## config.mk

```make
export PLATFORM = sky130hd
export DESIGN_NAME = scx_extended_op_class
export DESIGN_NICKNAME = d
export VERILOG_FILES = /design/src/include/scx_pkg.sv /design/src/rtl/scx_extended_op_class.sv
export SDC_FILE = /design/constraint.sdc
export NUM_CORES = 1
export LEC_CHECK = 0
export BUFFER_PORTS_ARGS = -buffer_cell sky130_fd_sc_hd__buf_2
export CAP_MARGIN = 10
export CORE_MARGIN = 4
export CORE_UTILIZATION = 50
export CTS_BUF_LIST = sky130_fd_sc_hd__clkbuf_2 sky130_fd_sc_hd__clkbuf_4 sky130_fd_sc_hd__clkbuf_8
export CTS_CLUSTER_SIZE = 12
export DETAILED_ROUTE_END_ITERATION = 12
export PLACE_DENSITY = 0.71
export SYNTH_ARGS = -nofsm -noshare
export SYNTH_HDL_FRONTEND = slang
export SYNTH_SLANG_ARGS = --single-unit
```

## constraint.sdc

```tcl
create_clock -name clk -period 6.72 [get_ports clk]
set_input_delay 1.008 -clock clk [delete_from_list [all_inputs] [get_ports clk]]
set_output_delay 1.008 -clock clk [all_outputs]
set_load 0.005 [all_outputs]
```

## src/include/scx_pkg.sv

```systemverilog
// constants, opcodes and field layouts for the command-list load/store executor
package scx_pkg;

  // command word layout
  localparam int OPC_HI = 15;                     // operation code, top bit
  localparam int OPC_LO = 11;                     // operation code, bottom bit
  localparam int ARG_HI = 10;                     // argument field, top bit

  // operation codes handled by this block
  localparam logic [4:0] OPC_OP_SETTINGS_FETCH = 5'h00;
  localparam logic [4:0] OPC_XPTR_FETCH        = 5'h02;
  localparam logic [4:0] OPC_YPTR_FETCH        = 5'h03;
  localparam logic [4:0] OPC_ZPTR_FETCH        = 5'h04;
  localparam logic [4:0] OPC_ACC_COMPLEX_FETCH = 5'h05;
  localparam logic [4:0] OPC_LOOP_COUNT_FETCH  = 5'h06;
  localparam logic [4:0] OPC_OFFCHIP_BASE_FETCH = 5'h07;
  localparam logic [4:0] OPC_XPTR_SAVE         = 5'h0A;
  localparam logic [4:0] OPC_EXTENDED_OP_CLASS = 5'h10;
  localparam logic [4:0] OPC_XPTR_LOW_SAVE     = 5'h1C;
  localparam logic [10:0] SUB_ACC_WIDE_FETCH   = 11'h533;

  // vector pointer fields
  localparam int PTR_ADDR_LO   = 0;               // 16-bit word address
  localparam int PTR_STRIDE_LO = 16;              // 4-bit stride exponent
  localparam int PTR_WRAP_LO   = 20;              // 5-bit wrap exponent

  // operation settings fields
  localparam int SET_COUNT_LO  = 0;               // 16-bit vector count
  localparam int SET_ROUND_BIT = 16;              // rounding control
  localparam int SET_ZERO_BIT  = 17;              // clear accumulator first

  // accumulator layout
  localparam int ACC_W         = 34;
  localparam int ACC_ROUND_POS = 14;
  localparam int ACC_DATA_LO   = 15;

  // register port offsets (byte addresses)
  localparam logic [5:0] REG_START     = 6'h00;
  localparam logic [5:0] REG_STATUS    = 6'h04;
  localparam logic [5:0] REG_ABORT     = 6'h08;
  localparam logic [5:0] REG_XPTR      = 6'h0C;
  localparam logic [5:0] REG_YPTR      = 6'h10;
  localparam logic [5:0] REG_ZPTR      = 6'h14;
  localparam logic [5:0] REG_SETTINGS  = 6'h18;
  localparam logic [5:0] REG_LOOP      = 6'h1C;
  localparam logic [5:0] REG_BASE      = 6'h20;
  localparam logic [5:0] REG_ACC_RE    = 6'h24;
  localparam logic [5:0] REG_ACC_IM    = 6'h28;
  localparam int STAT_RUN_BIT    = 0;
  localparam int STAT_BAD_OP_BIT = 1;

  // reset values
  localparam logic [31:0] RST_WORD = 32'h0000_0000;
  localparam logic [15:0] RST_HALF = 16'h0000;

  // sequencer states, one-hot
  typedef enum logic [7:0] {
    ST_IDLE    = 8'h01,
    ST_CMD_REQ = 8'h02,
    ST_CMD_DEC = 8'h04,
    ST_RD_LO   = 8'h08,
    ST_RD_HI   = 8'h10,
    ST_WR_HI   = 8'h20,
    ST_WR_END  = 8'h40,
    ST_RD_END  = 8'h80
  } scx_state_t;

endpackage : scx_pkg

```

## src/rtl/scx_extended_op_class.sv

```systemverilog
// command-list sequencer for the register load and store instruction group
//
// Our own choices: the register addresses and strobed register access.
`timescale 1ns/1ps
// Functional notes
// RULE1: opcode bits 15-11, argument bits 10-0
// RULE2: low half bits 0-15, high 16-31
// RULE3: double-word addresses even, 16-bit space
// RULE4: element address is wrapped base plus offset
// RULE5: software loads vector count above zero
// RULE6: pointer/settings/base change only by loads
// RULE7: software assumes accumulator unpredictable after instructions
// RULE8: non-complex loads write both accumulator parts
// RULE9: rounding bit copied to accumulator bit 14
// RULE10: clear-first seeds accumulator with rounding bit
// RULE11: no rounding for integer or extended data
// RULE12: real-X product accumulates before imaginary-X
// RULE13: software avoids reading freshly written data
// RULE14: reserved code halts, raises trap, sets flag
// RULE15: opcodes 2,3,4 fetch X,Y,Z pointers
// RULE16: complex load fills accumulator bits 15-30
// RULE17: complex load sets bit 14 from rounding
// RULE18: extended sub-op loads X element 0
// RULE19: memory bits 1-31 to accumulator 0-30
// RULE20: opcode 0 fetches operation settings
// RULE21: opcodes 6,7 fetch loop count, base
// RULE22: software keeps base bits 0-16 zero
// RULE23: opcode 0A saves X, 1C low half
// RULE24: extended class argument selects sub-operation
module scx_extended_op_class
  import scx_pkg::*;
(
  input  wire logic              clk,
  input  wire logic              rst,
  input  wire logic [5:0]        reg_addr,
  input  wire logic [31:0]       reg_wdata,
  input  wire logic              reg_wr,
  input  wire logic              reg_rd,
  output logic      [31:0]       reg_rdata,
  output logic      [15:0]       mem_addr,
  output logic                   mem_rd,
  output logic                   mem_wr,
  output logic      [15:0]       mem_wdata,
  input  wire logic [15:0]       mem_rdata,
  input  wire logic              mac_begin,
  input  wire logic              mac_xre_valid,
  input  wire logic [ACC_W-1:0]  mac_xre_re,
  input  wire logic [ACC_W-1:0]  mac_xre_im,
  input  wire logic              mac_xim_valid,
  input  wire logic [ACC_W-1:0]  mac_xim_re,
  input  wire logic [ACC_W-1:0]  mac_xim_im,
  output logic      [ACC_W-1:0]  acc_re,
  output logic      [ACC_W-1:0]  acc_im,
  output logic                   run,
  output logic                   nmi_req,
  output logic                   halt_pulse
);
  import scx_pkg::*;

  // sequencer and register state
  scx_state_t       state_ff,     nxt_state;
  logic [15:0]      pc_ff,        nxt_pc;         // next command word address
  logic [15:0]      cmd_ff,       nxt_cmd;        // command being executed
  logic [15:0]      lo_ff,        nxt_lo;         // low half of a double-word fetch
  logic [31:0]      xptr_ff,      nxt_xptr;
  logic [31:0]      yptr_ff,      nxt_yptr;
  logic [31:0]      zptr_ff,      nxt_zptr;
  logic [31:0]      settings_ff,  nxt_settings;
  logic [31:0]      loop_ff,      nxt_loop;
  logic [31:0]      base_ff,      nxt_base;
  logic [ACC_W-1:0] acc_re_ff,    nxt_acc_re;
  logic [ACC_W-1:0] acc_im_ff,    nxt_acc_im;
  logic             bad_op_ff,    nxt_bad_op;     // sticky undefined-operation flag
  logic             nmi_ff,       nxt_nmi;
  logic             halt_ff,      nxt_halt;
  logic [15:0]      maddr_ff,     nxt_maddr;
  logic             mrd_ff,       nxt_mrd;
  logic             mwr_ff,       nxt_mwr;
  logic [15:0]      mwdata_ff,    nxt_mwdata;
  logic [31:0]      rdata_ff,     nxt_rdata;

  // decode helpers
  logic [4:0]       opc;                          // opcode of the word just fetched
  logic [10:0]      arg;
  logic [15:0]      arg_addr;
  logic             dword_op;                     // opcode needs an even address
  logic             run_now;

  // mask of the k low bits of a 16-bit address
  function automatic logic [15:0] low_mask(input logic [4:0] k);
    logic [15:0] m;
    m = 16'h0000;
    for (int i = 0; i < 16; i++)
    begin
      if (i < int'(k))
      begin
        m[i] = 1'b1;
      end
    end
    return m;
  endfunction : low_mask

  // word address of element n of a cyclic vector
  function automatic logic [15:0] elem_addr(input logic [31:0] ptr, input logic [15:0] n);
    logic [15:0] a;
    logic [3:0]  stride;
    logic [4:0]  wrap;
    logic [15:0] base;
    logic [15:0] off;
    a      = ptr[PTR_ADDR_LO +: 16];
    stride = ptr[PTR_STRIDE_LO +: 4];
    wrap   = ptr[PTR_WRAP_LO +: 5];
    // a wrap of zero would underflow; treat it as clearing nothing
    base   = a & ~low_mask((wrap == 5'h00) ? 5'h00 : 5'(wrap - 5'h01)); // RULE4
    off    = 16'(a + (n << stride)) & low_mask(wrap);                   // RULE4
    return 16'(base + off);
  endfunction : elem_addr

  // place a 16-bit part into accumulator bits 15-30 with sign fill above
  function automatic logic [ACC_W-1:0] acc_part(input logic [15:0] v, input logic rnd);
    logic [ACC_W-1:0] r;
    r = {{(ACC_W-31){v[15]}}, v, rnd, 14'h0000}; // RULE16 RULE17
    return r;
  endfunction : acc_part

  // combinational decode of the fetched command word
  always_comb
  begin
    opc      = mem_rdata[OPC_HI:OPC_LO];                        // RULE1
    arg      = mem_rdata[ARG_HI:0];                             // RULE1
    arg_addr = {5'h00, arg};
    dword_op = (opc != OPC_XPTR_LOW_SAVE) && (opc != OPC_EXTENDED_OP_CLASS);
    run_now  = (state_ff != ST_IDLE);
  end

  // next-state logic for the sequencer, registers and ports
  always_comb
  begin
    nxt_state    = state_ff;
    nxt_pc       = pc_ff;
    nxt_cmd      = cmd_ff;
    nxt_lo       = lo_ff;
    nxt_xptr     = xptr_ff;       // RULE6
    nxt_yptr     = yptr_ff;
    nxt_zptr     = zptr_ff;
    nxt_settings = settings_ff;
    nxt_loop     = loop_ff;
    nxt_base     = base_ff;
    nxt_acc_re   = acc_re_ff;
    nxt_acc_im   = acc_im_ff;
    nxt_bad_op   = bad_op_ff;
    nxt_nmi      = 1'b0;
    nxt_halt     = 1'b0;
    nxt_maddr    = maddr_ff;
    nxt_mrd      = 1'b0;
    nxt_mwr      = 1'b0;
    nxt_mwdata   = mwdata_ff;
    nxt_rdata    = RST_WORD;

    // accumulator service for the multiply unit
    if (mac_begin && settings_ff[SET_ZERO_BIT])
    begin
      // clear-first seeds the rounding bit into a zero accumulator
      nxt_acc_re = ACC_W'({settings_ff[SET_ROUND_BIT], 14'h0000}); // RULE10 RULE9
      nxt_acc_im = ACC_W'({settings_ff[SET_ROUND_BIT], 14'h0000});
    end
    // the real-X product goes in first, then the imaginary-X product
    nxt_acc_re = ACC_W'(nxt_acc_re + (mac_xre_valid ? mac_xre_re : '0)); // RULE12
    nxt_acc_im = ACC_W'(nxt_acc_im + (mac_xre_valid ? mac_xre_im : '0));
    nxt_acc_re = ACC_W'(nxt_acc_re + (mac_xim_valid ? mac_xim_re : '0)); // RULE12
    nxt_acc_im = ACC_W'(nxt_acc_im + (mac_xim_valid ? mac_xim_im : '0));

    case (state_ff)
      ST_IDLE:
      begin
        // a write of the start register launches the list
        if (reg_wr && reg_addr == REG_START)
        begin
          nxt_pc    = reg_wdata[15:0];
          nxt_maddr = reg_wdata[15:0];
          nxt_mrd   = 1'b1;
          nxt_state = ST_CMD_REQ;
        end
      end
      ST_CMD_REQ:
      begin
        // fetch strobe is out; word arrives next cycle
        nxt_state = ST_CMD_DEC;
      end
      ST_CMD_DEC:
      begin
        nxt_cmd = mem_rdata;
        nxt_pc  = 16'(pc_ff + 16'h0001);
        if (dword_op && arg[0])
        begin
          // odd double-word address traps
          nxt_bad_op = 1'b1;                                   // RULE3
          nxt_nmi    = 1'b1;
          nxt_halt   = 1'b1;
          nxt_state  = ST_IDLE;
        end
        else
        begin
          case (opc)
            OPC_OP_SETTINGS_FETCH, OPC_XPTR_FETCH, OPC_YPTR_FETCH, OPC_ZPTR_FETCH,
            OPC_ACC_COMPLEX_FETCH, OPC_LOOP_COUNT_FETCH, OPC_OFFCHIP_BASE_FETCH:
            begin
              nxt_maddr = arg_addr;                            // RULE15 RULE20 RULE21
              nxt_mrd   = 1'b1;
              nxt_state = ST_RD_LO;
            end
            OPC_XPTR_SAVE:
            begin
              nxt_maddr  = arg_addr;
              nxt_mwdata = xptr_ff[15:0];                      // RULE23 RULE2
              nxt_mwr    = 1'b1;
              nxt_state  = ST_WR_HI;
            end
            OPC_XPTR_LOW_SAVE:
            begin
              nxt_maddr  = arg_addr;
              nxt_mwdata = xptr_ff[15:0];                      // RULE23
              nxt_mwr    = 1'b1;
              nxt_state  = ST_WR_END;
            end
            OPC_EXTENDED_OP_CLASS:
            begin
              // the whole argument selects a sub-operation here
              if (arg == SUB_ACC_WIDE_FETCH)                   // RULE24
              begin
                nxt_maddr = elem_addr(xptr_ff, RST_HALF);      // RULE18
                nxt_mrd   = 1'b1;
                nxt_state = ST_RD_LO;
              end
              else
              begin
                nxt_bad_op = 1'b1;                             // RULE14
                nxt_nmi    = 1'b1;
                nxt_halt   = 1'b1;
                nxt_state  = ST_IDLE;
              end
            end
            default:
            begin
              // reserved code: stop the list and raise the trap
              nxt_bad_op = 1'b1;                               // RULE14
              nxt_nmi    = 1'b1;
              nxt_halt   = 1'b1;
              nxt_state  = ST_IDLE;
            end
          endcase
        end
      end
      ST_RD_LO:
      begin
        // low word still in flight; ask for the high word
        nxt_maddr = 16'(maddr_ff + 16'h0001);
        nxt_mrd   = 1'b1;
        nxt_state = ST_RD_HI;
      end
      ST_RD_HI:
      begin
        // low word arrives now, high word next cycle
        nxt_lo    = mem_rdata;                                 // RULE2
        nxt_state = ST_RD_END;
      end
      ST_RD_END:
      begin
        // commit the double-word, then fetch the next command
        case (cmd_ff[OPC_HI:OPC_LO])
          OPC_OP_SETTINGS_FETCH:  nxt_settings = {mem_rdata, lo_ff}; // RULE20
          OPC_XPTR_FETCH:         nxt_xptr     = {mem_rdata, lo_ff}; // RULE15
          OPC_YPTR_FETCH:         nxt_yptr     = {mem_rdata, lo_ff}; // RULE15
          OPC_ZPTR_FETCH:         nxt_zptr     = {mem_rdata, lo_ff}; // RULE15
          OPC_LOOP_COUNT_FETCH:   nxt_loop     = {mem_rdata, lo_ff}; // RULE21
          OPC_OFFCHIP_BASE_FETCH: nxt_base     = {mem_rdata, lo_ff}; // RULE21
          OPC_ACC_COMPLEX_FETCH:
          begin
            // real part from the even word, imaginary from the odd word
            nxt_acc_re = acc_part(lo_ff, settings_ff[SET_ROUND_BIT]);     // RULE16 RULE9
            nxt_acc_im = acc_part(mem_rdata, settings_ff[SET_ROUND_BIT]); // RULE17
          end
          default:
          begin
            // extended load: no rounding bit, both parts written alike
            nxt_acc_re = {{(ACC_W-31){mem_rdata[15]}}, mem_rdata, lo_ff[15:1]}; // RULE19 RULE11
            nxt_acc_im = {{(ACC_W-31){mem_rdata[15]}}, mem_rdata, lo_ff[15:1]}; // RULE8
          end
        endcase
        nxt_maddr = pc_ff;
        nxt_mrd   = 1'b1;
        nxt_state = ST_CMD_REQ;
      end
      ST_WR_HI:
      begin
        // second half of a pointer save
        nxt_maddr  = 16'(maddr_ff + 16'h0001);
        nxt_mwdata = xptr_ff[31:16];                           // RULE23 RULE2
        nxt_mwr    = 1'b1;
        nxt_state  = ST_WR_END;
      end
      ST_WR_END:
      begin
        nxt_maddr = pc_ff;
        nxt_mrd   = 1'b1;
        nxt_state = ST_CMD_REQ;
      end
      default:
      begin
        nxt_state = ST_IDLE;
      end
    endcase

    // abort wins over any step in progress; a pending store may be lost
    if (run_now && reg_wr && reg_addr == REG_ABORT)
    begin
      nxt_state = ST_IDLE;
      nxt_mrd   = 1'b0;
      nxt_mwr   = 1'b0;
      nxt_halt  = 1'b1;
    end

    // software clears the flag by writing one; a trap in the same cycle wins
    if (reg_wr && reg_addr == REG_STATUS && reg_wdata[STAT_BAD_OP_BIT] && !nxt_nmi)
    begin
      nxt_bad_op = 1'b0;
    end

    // register read port, data valid only in the following cycle
    if (reg_rd)
    begin
      case (reg_addr)
        REG_START:    nxt_rdata = {16'h0000, pc_ff};
        REG_STATUS:   nxt_rdata = {30'h0000_0000, bad_op_ff, run_now};
        REG_XPTR:     nxt_rdata = xptr_ff;
        REG_YPTR:     nxt_rdata = yptr_ff;
        REG_ZPTR:     nxt_rdata = zptr_ff;
        REG_SETTINGS: nxt_rdata = settings_ff;
        REG_LOOP:     nxt_rdata = loop_ff;
        REG_BASE:     nxt_rdata = base_ff;
        REG_ACC_RE:   nxt_rdata = acc_re_ff[31:0];
        REG_ACC_IM:   nxt_rdata = acc_im_ff[31:0];
        default:      nxt_rdata = RST_WORD;
      endcase
    end
  end

  // register stage
  always_ff @(posedge clk)
  begin
    if (rst)
    begin
      state_ff    <= ST_IDLE;
      pc_ff       <= RST_HALF;
      cmd_ff      <= RST_HALF;
      lo_ff       <= RST_HALF;
      xptr_ff     <= RST_WORD;
      yptr_ff     <= RST_WORD;
      zptr_ff     <= RST_WORD;
      settings_ff <= RST_WORD;
      loop_ff     <= RST_WORD;
      base_ff     <= RST_WORD;
      acc_re_ff   <= '0;
      acc_im_ff   <= '0;
      bad_op_ff   <= 1'b0;
      nmi_ff      <= 1'b0;
      halt_ff     <= 1'b0;
      maddr_ff    <= RST_HALF;
      mrd_ff      <= 1'b0;
      mwr_ff      <= 1'b0;
      mwdata_ff   <= RST_HALF;
      rdata_ff    <= RST_WORD;
    end
    else
    begin
      state_ff    <= nxt_state;
      pc_ff       <= nxt_pc;
      cmd_ff      <= nxt_cmd;
      lo_ff       <= nxt_lo;
      xptr_ff     <= nxt_xptr;
      yptr_ff     <= nxt_yptr;
      zptr_ff     <= nxt_zptr;
      settings_ff <= nxt_settings;
      loop_ff     <= nxt_loop;
      base_ff     <= nxt_base;
      acc_re_ff   <= nxt_acc_re;
      acc_im_ff   <= nxt_acc_im;
      bad_op_ff   <= nxt_bad_op;
      nmi_ff      <= nxt_nmi;
      halt_ff     <= nxt_halt;
      maddr_ff    <= nxt_maddr;
      mrd_ff      <= nxt_mrd;
      mwr_ff      <= nxt_mwr;
      mwdata_ff   <= nxt_mwdata;
      rdata_ff    <= nxt_rdata;
    end
  end

  // outputs straight from flops, except run, which is decoded from the state flops
  assign reg_rdata  = rdata_ff;
  assign mem_addr   = maddr_ff;
  assign mem_rd     = mrd_ff;
  assign mem_wr     = mwr_ff;
  assign mem_wdata  = mwdata_ff;
  assign acc_re     = acc_re_ff;
  assign acc_im     = acc_im_ff;
  assign run        = (state_ff != ST_IDLE);
  assign nmi_req    = nmi_ff;
  assign halt_pulse = halt_ff;

endmodule : scx_extended_op_class

```

-- Word-level counts from Yosys, hierarchy flattened
Index checks and enable logic that the tools add are counted.
- add/sub/neg operators: 9
- $mul: 0
- divide/modulo/power cells: 0
- $lt $le $gt $ge: 32
- equality and inequality tests: 44
- shift-type cells: 1
- mux-type cells: 202
- bitwise operators: 4
- reduce and logical (&&, ||, !) cells: 37
- operator list (operator ; count):
    32-bit case mux with 10 select lines ; 1
    34-bit two-way mux ; 8
    1-bit two-way mux ; 171
    34-bit adder ; 4
    34-bit case mux with 2 select lines ; 2
    16-bit case mux with 2 select lines ; 3
    4-bit by 5-bit < comparator with 1-bit output (first input constant) ; 16
    16-bit two-way mux ; 5
    16-bit case mux with 4 select lines ; 1
    8-bit case mux with 7 select lines ; 1
    5-bit by 3-bit == test with 1-bit output (second input constant) ; 8
    3-bit by 5-bit < comparator with 1-bit output (first input constant) ; 8
    16-bit by 1-bit adder with 16-bit output (second input constant) ; 2
    16-bit adder ; 2
    16-bit AND ; 2
    7-bit case mux with 4 select lines ; 1
    6-bit by 5-bit == test with 1-bit output (second input constant) ; 4
    5-bit by 2-bit == test with 1-bit output (second input constant) ; 4
    1-bit by 5-bit < comparator with 1-bit output (first input constant) ; 4
    2-bit by 5-bit < comparator with 1-bit output (first input constant) ; 4
    6-bit == test (second input constant) ; 3
    16-bit NOT ; 1
    1-bit by 4-bit left shift with 16-bit output (first input constant) ; 1
    5-bit logical NOT ; 3
    other kinds (39) ; 70
- register bits: 385
- latch bits: 0
- memory bits (writable): 0
- memory bits (read-only): 0
- input port bits: 197
- output and inout port bits: 137
- memories kept: 0

-- Depth between registers and ports, before layout
- word-level depth: 15
- depth in mapped cells: 20
- gate-level depth less buffers: 19

-- Least setup slack after synthesis
Ideal clock, no wire load.
- path type: input -> register
- from: input port mac_begin
- to: register acc_re_ff[25] (netlist: acc_re[25])
- library setup time: 0.060 ns
- arrival: 4.655 ns
- data required time: 6.660 ns
- path slack: 2.005 ns
- stages on the path: 19
- path buffers: 2
- cell sequence: nand2_1 > clkbuf_1 > clkbuf_1 > nand2_1 > fa_1 > inv_1 > ha_1 > inv_1 > fa_1 > nand2b_1 > a21oi_1 > a21oi_2 > a21oi_1 > a21boi_2 > nor2_1 > o31a_1 > o2111ai_1 > a2111oi_0 > a311o_1
- cells in the longest elaborated chain, start to end: 6
- ends and longest elaborated chain (what ; RTL line ; text):
    start: declaration ; scx_extended_op_class.sv:45 ; input wire logic mac_begin,
    1-bit logical AND (*) ; scx_extended_op_class.sv:161 ; if (mac_begin && settings_ff[SET_ZERO_BIT])
    34-bit two-way mux (*) ; scx_extended_op_class.sv:161 ;
    34-bit adder (*) ; scx_extended_op_class.sv:168 ; nxt_acc_re = ACC_W'(nxt_acc_re + (mac_xre_valid ? mac_xre_re : '0));
    34-bit adder (*) ; scx_extended_op_class.sv:170 ; nxt_acc_re = ACC_W'(nxt_acc_re + (mac_xim_valid ? mac_xim_re : '0));
    34-bit case mux with 2 select lines ; scx_extended_op_class.sv:270 ; case (cmd_ff[OPC_HI:OPC_LO])
    34-bit two-way mux (*) ; scx_extended_op_class.sv:173 ; case (state_ff)
    end signal: assignment ; scx_extended_op_class.sv:386 ; acc_re_ff <= nxt_acc_re;
    end: declaration ; scx_extended_op_class.sv:71 ; logic [ACC_W-1:0] acc_re_ff, nxt_acc_re;
Mark *: on every way between the ends. The rest lies on a longest branch, timed or not.
A chain may end at the register's enable or synchronous reset.

-- Final worst setup path
- from: register xptr_ff[20]
- to: register maddr_ff[14] (netlist: mem_addr[14])
- cells in the longest elaborated chain, start to end: 15
- elaborated cells on any way between the ends: 191
- ends and longest elaborated chain (what ; RTL line ; text):
    start: declaration ; scx_extended_op_class.sv:65 ; logic [31:0] xptr_ff, nxt_xptr;
    start signal: assignment ; scx_extended_op_class.sv:380 ; xptr_ff <= nxt_xptr;
    5-bit by 1-bit subtractor with 5-bit output / 5-bit logical NOT (equally long branches) ; scx_extended_op_class.sv:114 ; base = a & ~low_mask((wrap == 5'h00) ? 5'h00 : 5'(wrap - 5'h01));
    5-bit two-way mux ; scx_extended_op_class.sv:114 ;
    1-bit by 5-bit < comparator with 1-bit output (tied with other cells) ; scx_extended_op_class.sv:95 ; if (i < int'(k))
    1-bit two-way mux ; scx_extended_op_class.sv:95 ;
    1-bit two-way mux ; scx_extended_op_class.sv:229 ; if (arg == SUB_ACC_WIDE_FETCH)
    1-bit two-way mux ; scx_extended_op_class.sv:204 ; case (opc)
    1-bit two-way mux ; scx_extended_op_class.sv:194 ; if (dword_op && arg[0])
    1-bit two-way mux ; scx_extended_op_class.sv:173 ;
    16-bit NOT ; scx_extended_op_class.sv:114 ;
    16-bit AND ; scx_extended_op_class.sv:114 ;
    16-bit adder (*) ; scx_extended_op_class.sv:116 ; return 16'(base + off);
    16-bit two-way mux (*) ; scx_extended_op_class.sv:229 ;
    16-bit case mux with 2 select lines (*) ; scx_extended_op_class.sv:204 ;
    16-bit two-way mux (*) ; scx_extended_op_class.sv:194 ;
    16-bit case mux with 4 select lines (*) ; scx_extended_op_class.sv:173 ;
    end signal: assignment ; scx_extended_op_class.sv:391 ; maddr_ff <= nxt_maddr;
    end: declaration ; scx_extended_op_class.sv:76 ; logic [15:0] maddr_ff, nxt_maddr;
Mark *: on every way between the ends. The rest lies on a longest branch, timed or not. The select of a mux whose other input is x is not followed.

==> flow_summary.ini <==
[route]
drt_first_pass_iters = 7
post_drt_wl_per_cell_microns = 21.7
detail_route.iter0.violations = 2657
final_antenna_net_count = 0
vias = 22900
route.detailed.vias_per_inst = 6.03
drc = 0
routed_wl_microns = 82400

[worst_setup_path]
worst_path_max_delay_cell = sky130_fd_sc_hd__dfxtp_1
worst_setup_path_start_kind = register
timing_worst_setup_path_type = register to register
timing.reg2reg.worst_path_depth = 19
reg2reg_slack_ps = 1620
r2r-end = mem_addr[14]
crit_required_ps = 7300
worst_ep_arrival_time_ps = 5680
critical_path.reg2reg.startpoint = xptr_ff[20]
critPathBufInv = 2
worst_path_largest_cell_delay_ps = 710
timing.critical_path.cells = inv_1, ha_1, nor3b_1, mux2i_1, o21ai_0, buf_4, nand2b_1, nor3b_1, fa_1, a21o_1, a21boi_0, o311ai_0, a21oi_1, nor2b_1, o21ai_0, a21oi_1, xor2_1, nand2_1, a311oi_2
critPathCaptureType = register
critical-path-top-delay-family = compound AO/OA/AOI/OAI gates
cp_max_fo = 15

[cts]
worst_setup_hold_path_clk_slew_ps = 70
post_cts_resized = 0
cts.htree.levels = 2
insertion_delay_ps = 670
post_cts_setup_bufs = 0
clock_root_buffer = sky130_fd_sc_hd__clkbuf_8
cts.sinks = 374
cts_tree = done
cts_made_buffers = 60
post_cts_hold_buffer_count = 0
ctsLongestPathBuffers = 3

[synthesis]
mapped_nets = 3317
synth_seq_area_share = 0.332
synth_top_area_cell = sky130_fd_sc_hd__dfxtp_1
post_synth_main_area_contributors = sky130_fd_sc_hd__dfxtp_1 (33%), sky130_fd_sc_hd__nand2_1 (12%), sky130_fd_sc_hd__a21oi_1 (7.6%), sky130_fd_sc_hd__fa_1 (6.1%), sky130_fd_sc_hd__ha_1 (4.7%)
synth_cells = 2967
postSynth.topFlopCell = sky130_fd_sc_hd__dfxtp_1
post-synth-top-area-fraction = 0.332
synth_unique_cells = 82
yosys_warnings = 0
async_flop_share = 0
synth.ff_latch_count = 374
syn-cell-area_sq_mm = 0.0226
postSynthAreaPerCell_sq_um = 7.61
synth-edff-count = 0

[timing]
slew_headroom = 0.243
slew_viol_final = 0
layout_worst_path_cycle_share = 0.760
whs_ps = 455
finalSetupViolCount = 0
timing.final.crit_period_ps = 5100
final.setup.tns_ps = 0
grt_setup_unrepaired = false
clock.fmax_mhz = 196
hold_violations = 0
fin_skew_ps = 40.6
max_slew.worst_pin.slew_ps = 1130
final_critical_path_setup_slack_ps = 1620

[floorplanning]
pin_count = 334
die_x_microns = 220
core_area_sq_mm = 0.0444
die-height_microns = 220
placementRows = 77
initial_core_util = 0.508
design.die.area_sq_mm = 0.0486

[power]
vdd_drop_max_v = 0.000160
power.density_cell_area_mw_per_mm2 = 300
p_leak_uw = 0.0109
power.total_uw = 7710

[hold_path]
hold-path-cell-count = 2
hp-class = register to register
min_to = settings_ff[1]
min_delay_startpoint = settings_ff[1]

[global_routing]
grt_usage = 0.328
grt_first_pass_wirelength_microns = 124000
grt_max_degree = 222
grt_antenna_before_repair = 2
grt_overflow = 0
via_count_of_the_first_global_routing_pass = 21700

[layout]
post_route_cells_drive_above_1_share = 0.159
most_used_cells_in_the_layout_excluding_fill_and_tap_cells = sky130_fd_sc_hd__nand2_1 (738), sky130_fd_sc_hd__dfxtp_1 (374), sky130_fd_sc_hd__a21oi_1 (343)
flow.area_growth_from_synthesis_pct = 13.9
layoutNonFillerInstCount = 3798
final_common_cell = sky130_fd_sc_hd__nand2_1
fin_nets = 3508

[place]
pre_cts_ws_ps = 1290
place.detailed.hpwl_microns = 59600
place.port_buffers = 317
place_congestion = 0.941
place.detailed.instances = 3688

[run]
timing.max_cap.violations = 0

[status]
run_status = complete, no violations
## logic make-up after synthesis
group,Yosys count,synth area share
AND/OR/NAND/NOR,1150,0.216
AO/OA/AOI/OAI,797,0.231
flip-flops,374,0.332
buffers and inverters,370,0.0632
adder cells (fa/ha/maj),153,0.108
XOR/XNOR,84,0.0326
multiplexers,39,0.0175
## metal layers
layer  wire length (microns)  vias up  part of all wire  global-route usage
li1                        -    10600                 -                   -
met1                   33500    10800              0.41               0.450
met2                   36500     1313              0.44               0.514
met3                    8450      222              0.10              0.0472
met4                    3970        2             0.048               0.151
met5                      13        -           0.00016                   0
## cell usage after synthesis (all sizes together), types with 16 or more instances
cell / n
a211oi: 26
a21o: 32
a21oi: 345
a221oi: 40
a222oi: 31
a22o: 30
a22oi: 59
a311oi: 17
a31oi: 41
and2: 24
and3: 17
buf: 23
clkbuf: 194
dfxtp: 374
fa: 69
ha: 84
inv: 153
mux2i: 35
nand2: 739
nand2b: 26
nand3: 36
nand4: 16
nor2: 192
nor2b: 18
nor3: 25
o21ai: 79
o21bai: 16
xnor2: 59
xor2: 25
## state kept, by name, indices dropped and copies added (netlist names), 8 cells and up
signal / cells
settings_ff: 32
state_ff: 8
acc_im: 34
reg_rdata: 32
yptr_ff: 32
acc_re: 34
loop_ff: 32
lo_ff: 16
mem_wdata: 16
xptr_ff: 32
zptr_ff: 32
mem_addr: 16
base_ff: 32
pc_ff: 16
## cell type report
type	instances	area, sq um
clock inverter	11	111
antenna	2	5.00
fill	4234	18700
sequential	374	7490
timing repair buffer	346	1830
tap	592	741
inverter	153	574
clock buffer	97	1220
multi-input combinational	2223	13700
## stage by stage
stage,cell area (sq um),utilization
after floorplan,22600,-
after global routing,25700,0.579
after detailed placement,24400,0.549
after CTS,25700,0.579
final,25700,0.579
after global placement,24400,0.549
## power breakdown
| group | leakage [uW] | switching (uW) | internal [uW] |
|---|---|---|---|
| logic | 0.00717 | 1620 | 1210 |
| clock network | 0.000709 | 932 | 1220 |
| registers | 0.00303 | 317 | 2420 |
| total | 0.0109 | 2860 | 4850 |
## worst max-delay path by stage
stage                      from      endpoint  slack (ps)  cells after the start
floorplan             mac_begin    acc_re[25]        2010                     19
global placement      mac_begin    acc_re[25]        1490                     18
detailed placement    mac_begin    acc_re[25]        1290                     18
CTS                 xptr_ff[20]  mem_addr[13]        1670                     19
global route        xptr_ff[20]  mem_addr[14]        1220                     19
finish              xptr_ff[20]  mem_addr[14]        1620                     19
## tightest hold or removal path, delay by kind of cell (launching register included)
family | cells | cell delay (ps)
DFF | 1 | 310
and+or+nand+nor | 1 | 50
AOI/OAI and AO/OA | 1 | 50
No activity file was read; power rests on OpenSTA's default activity.
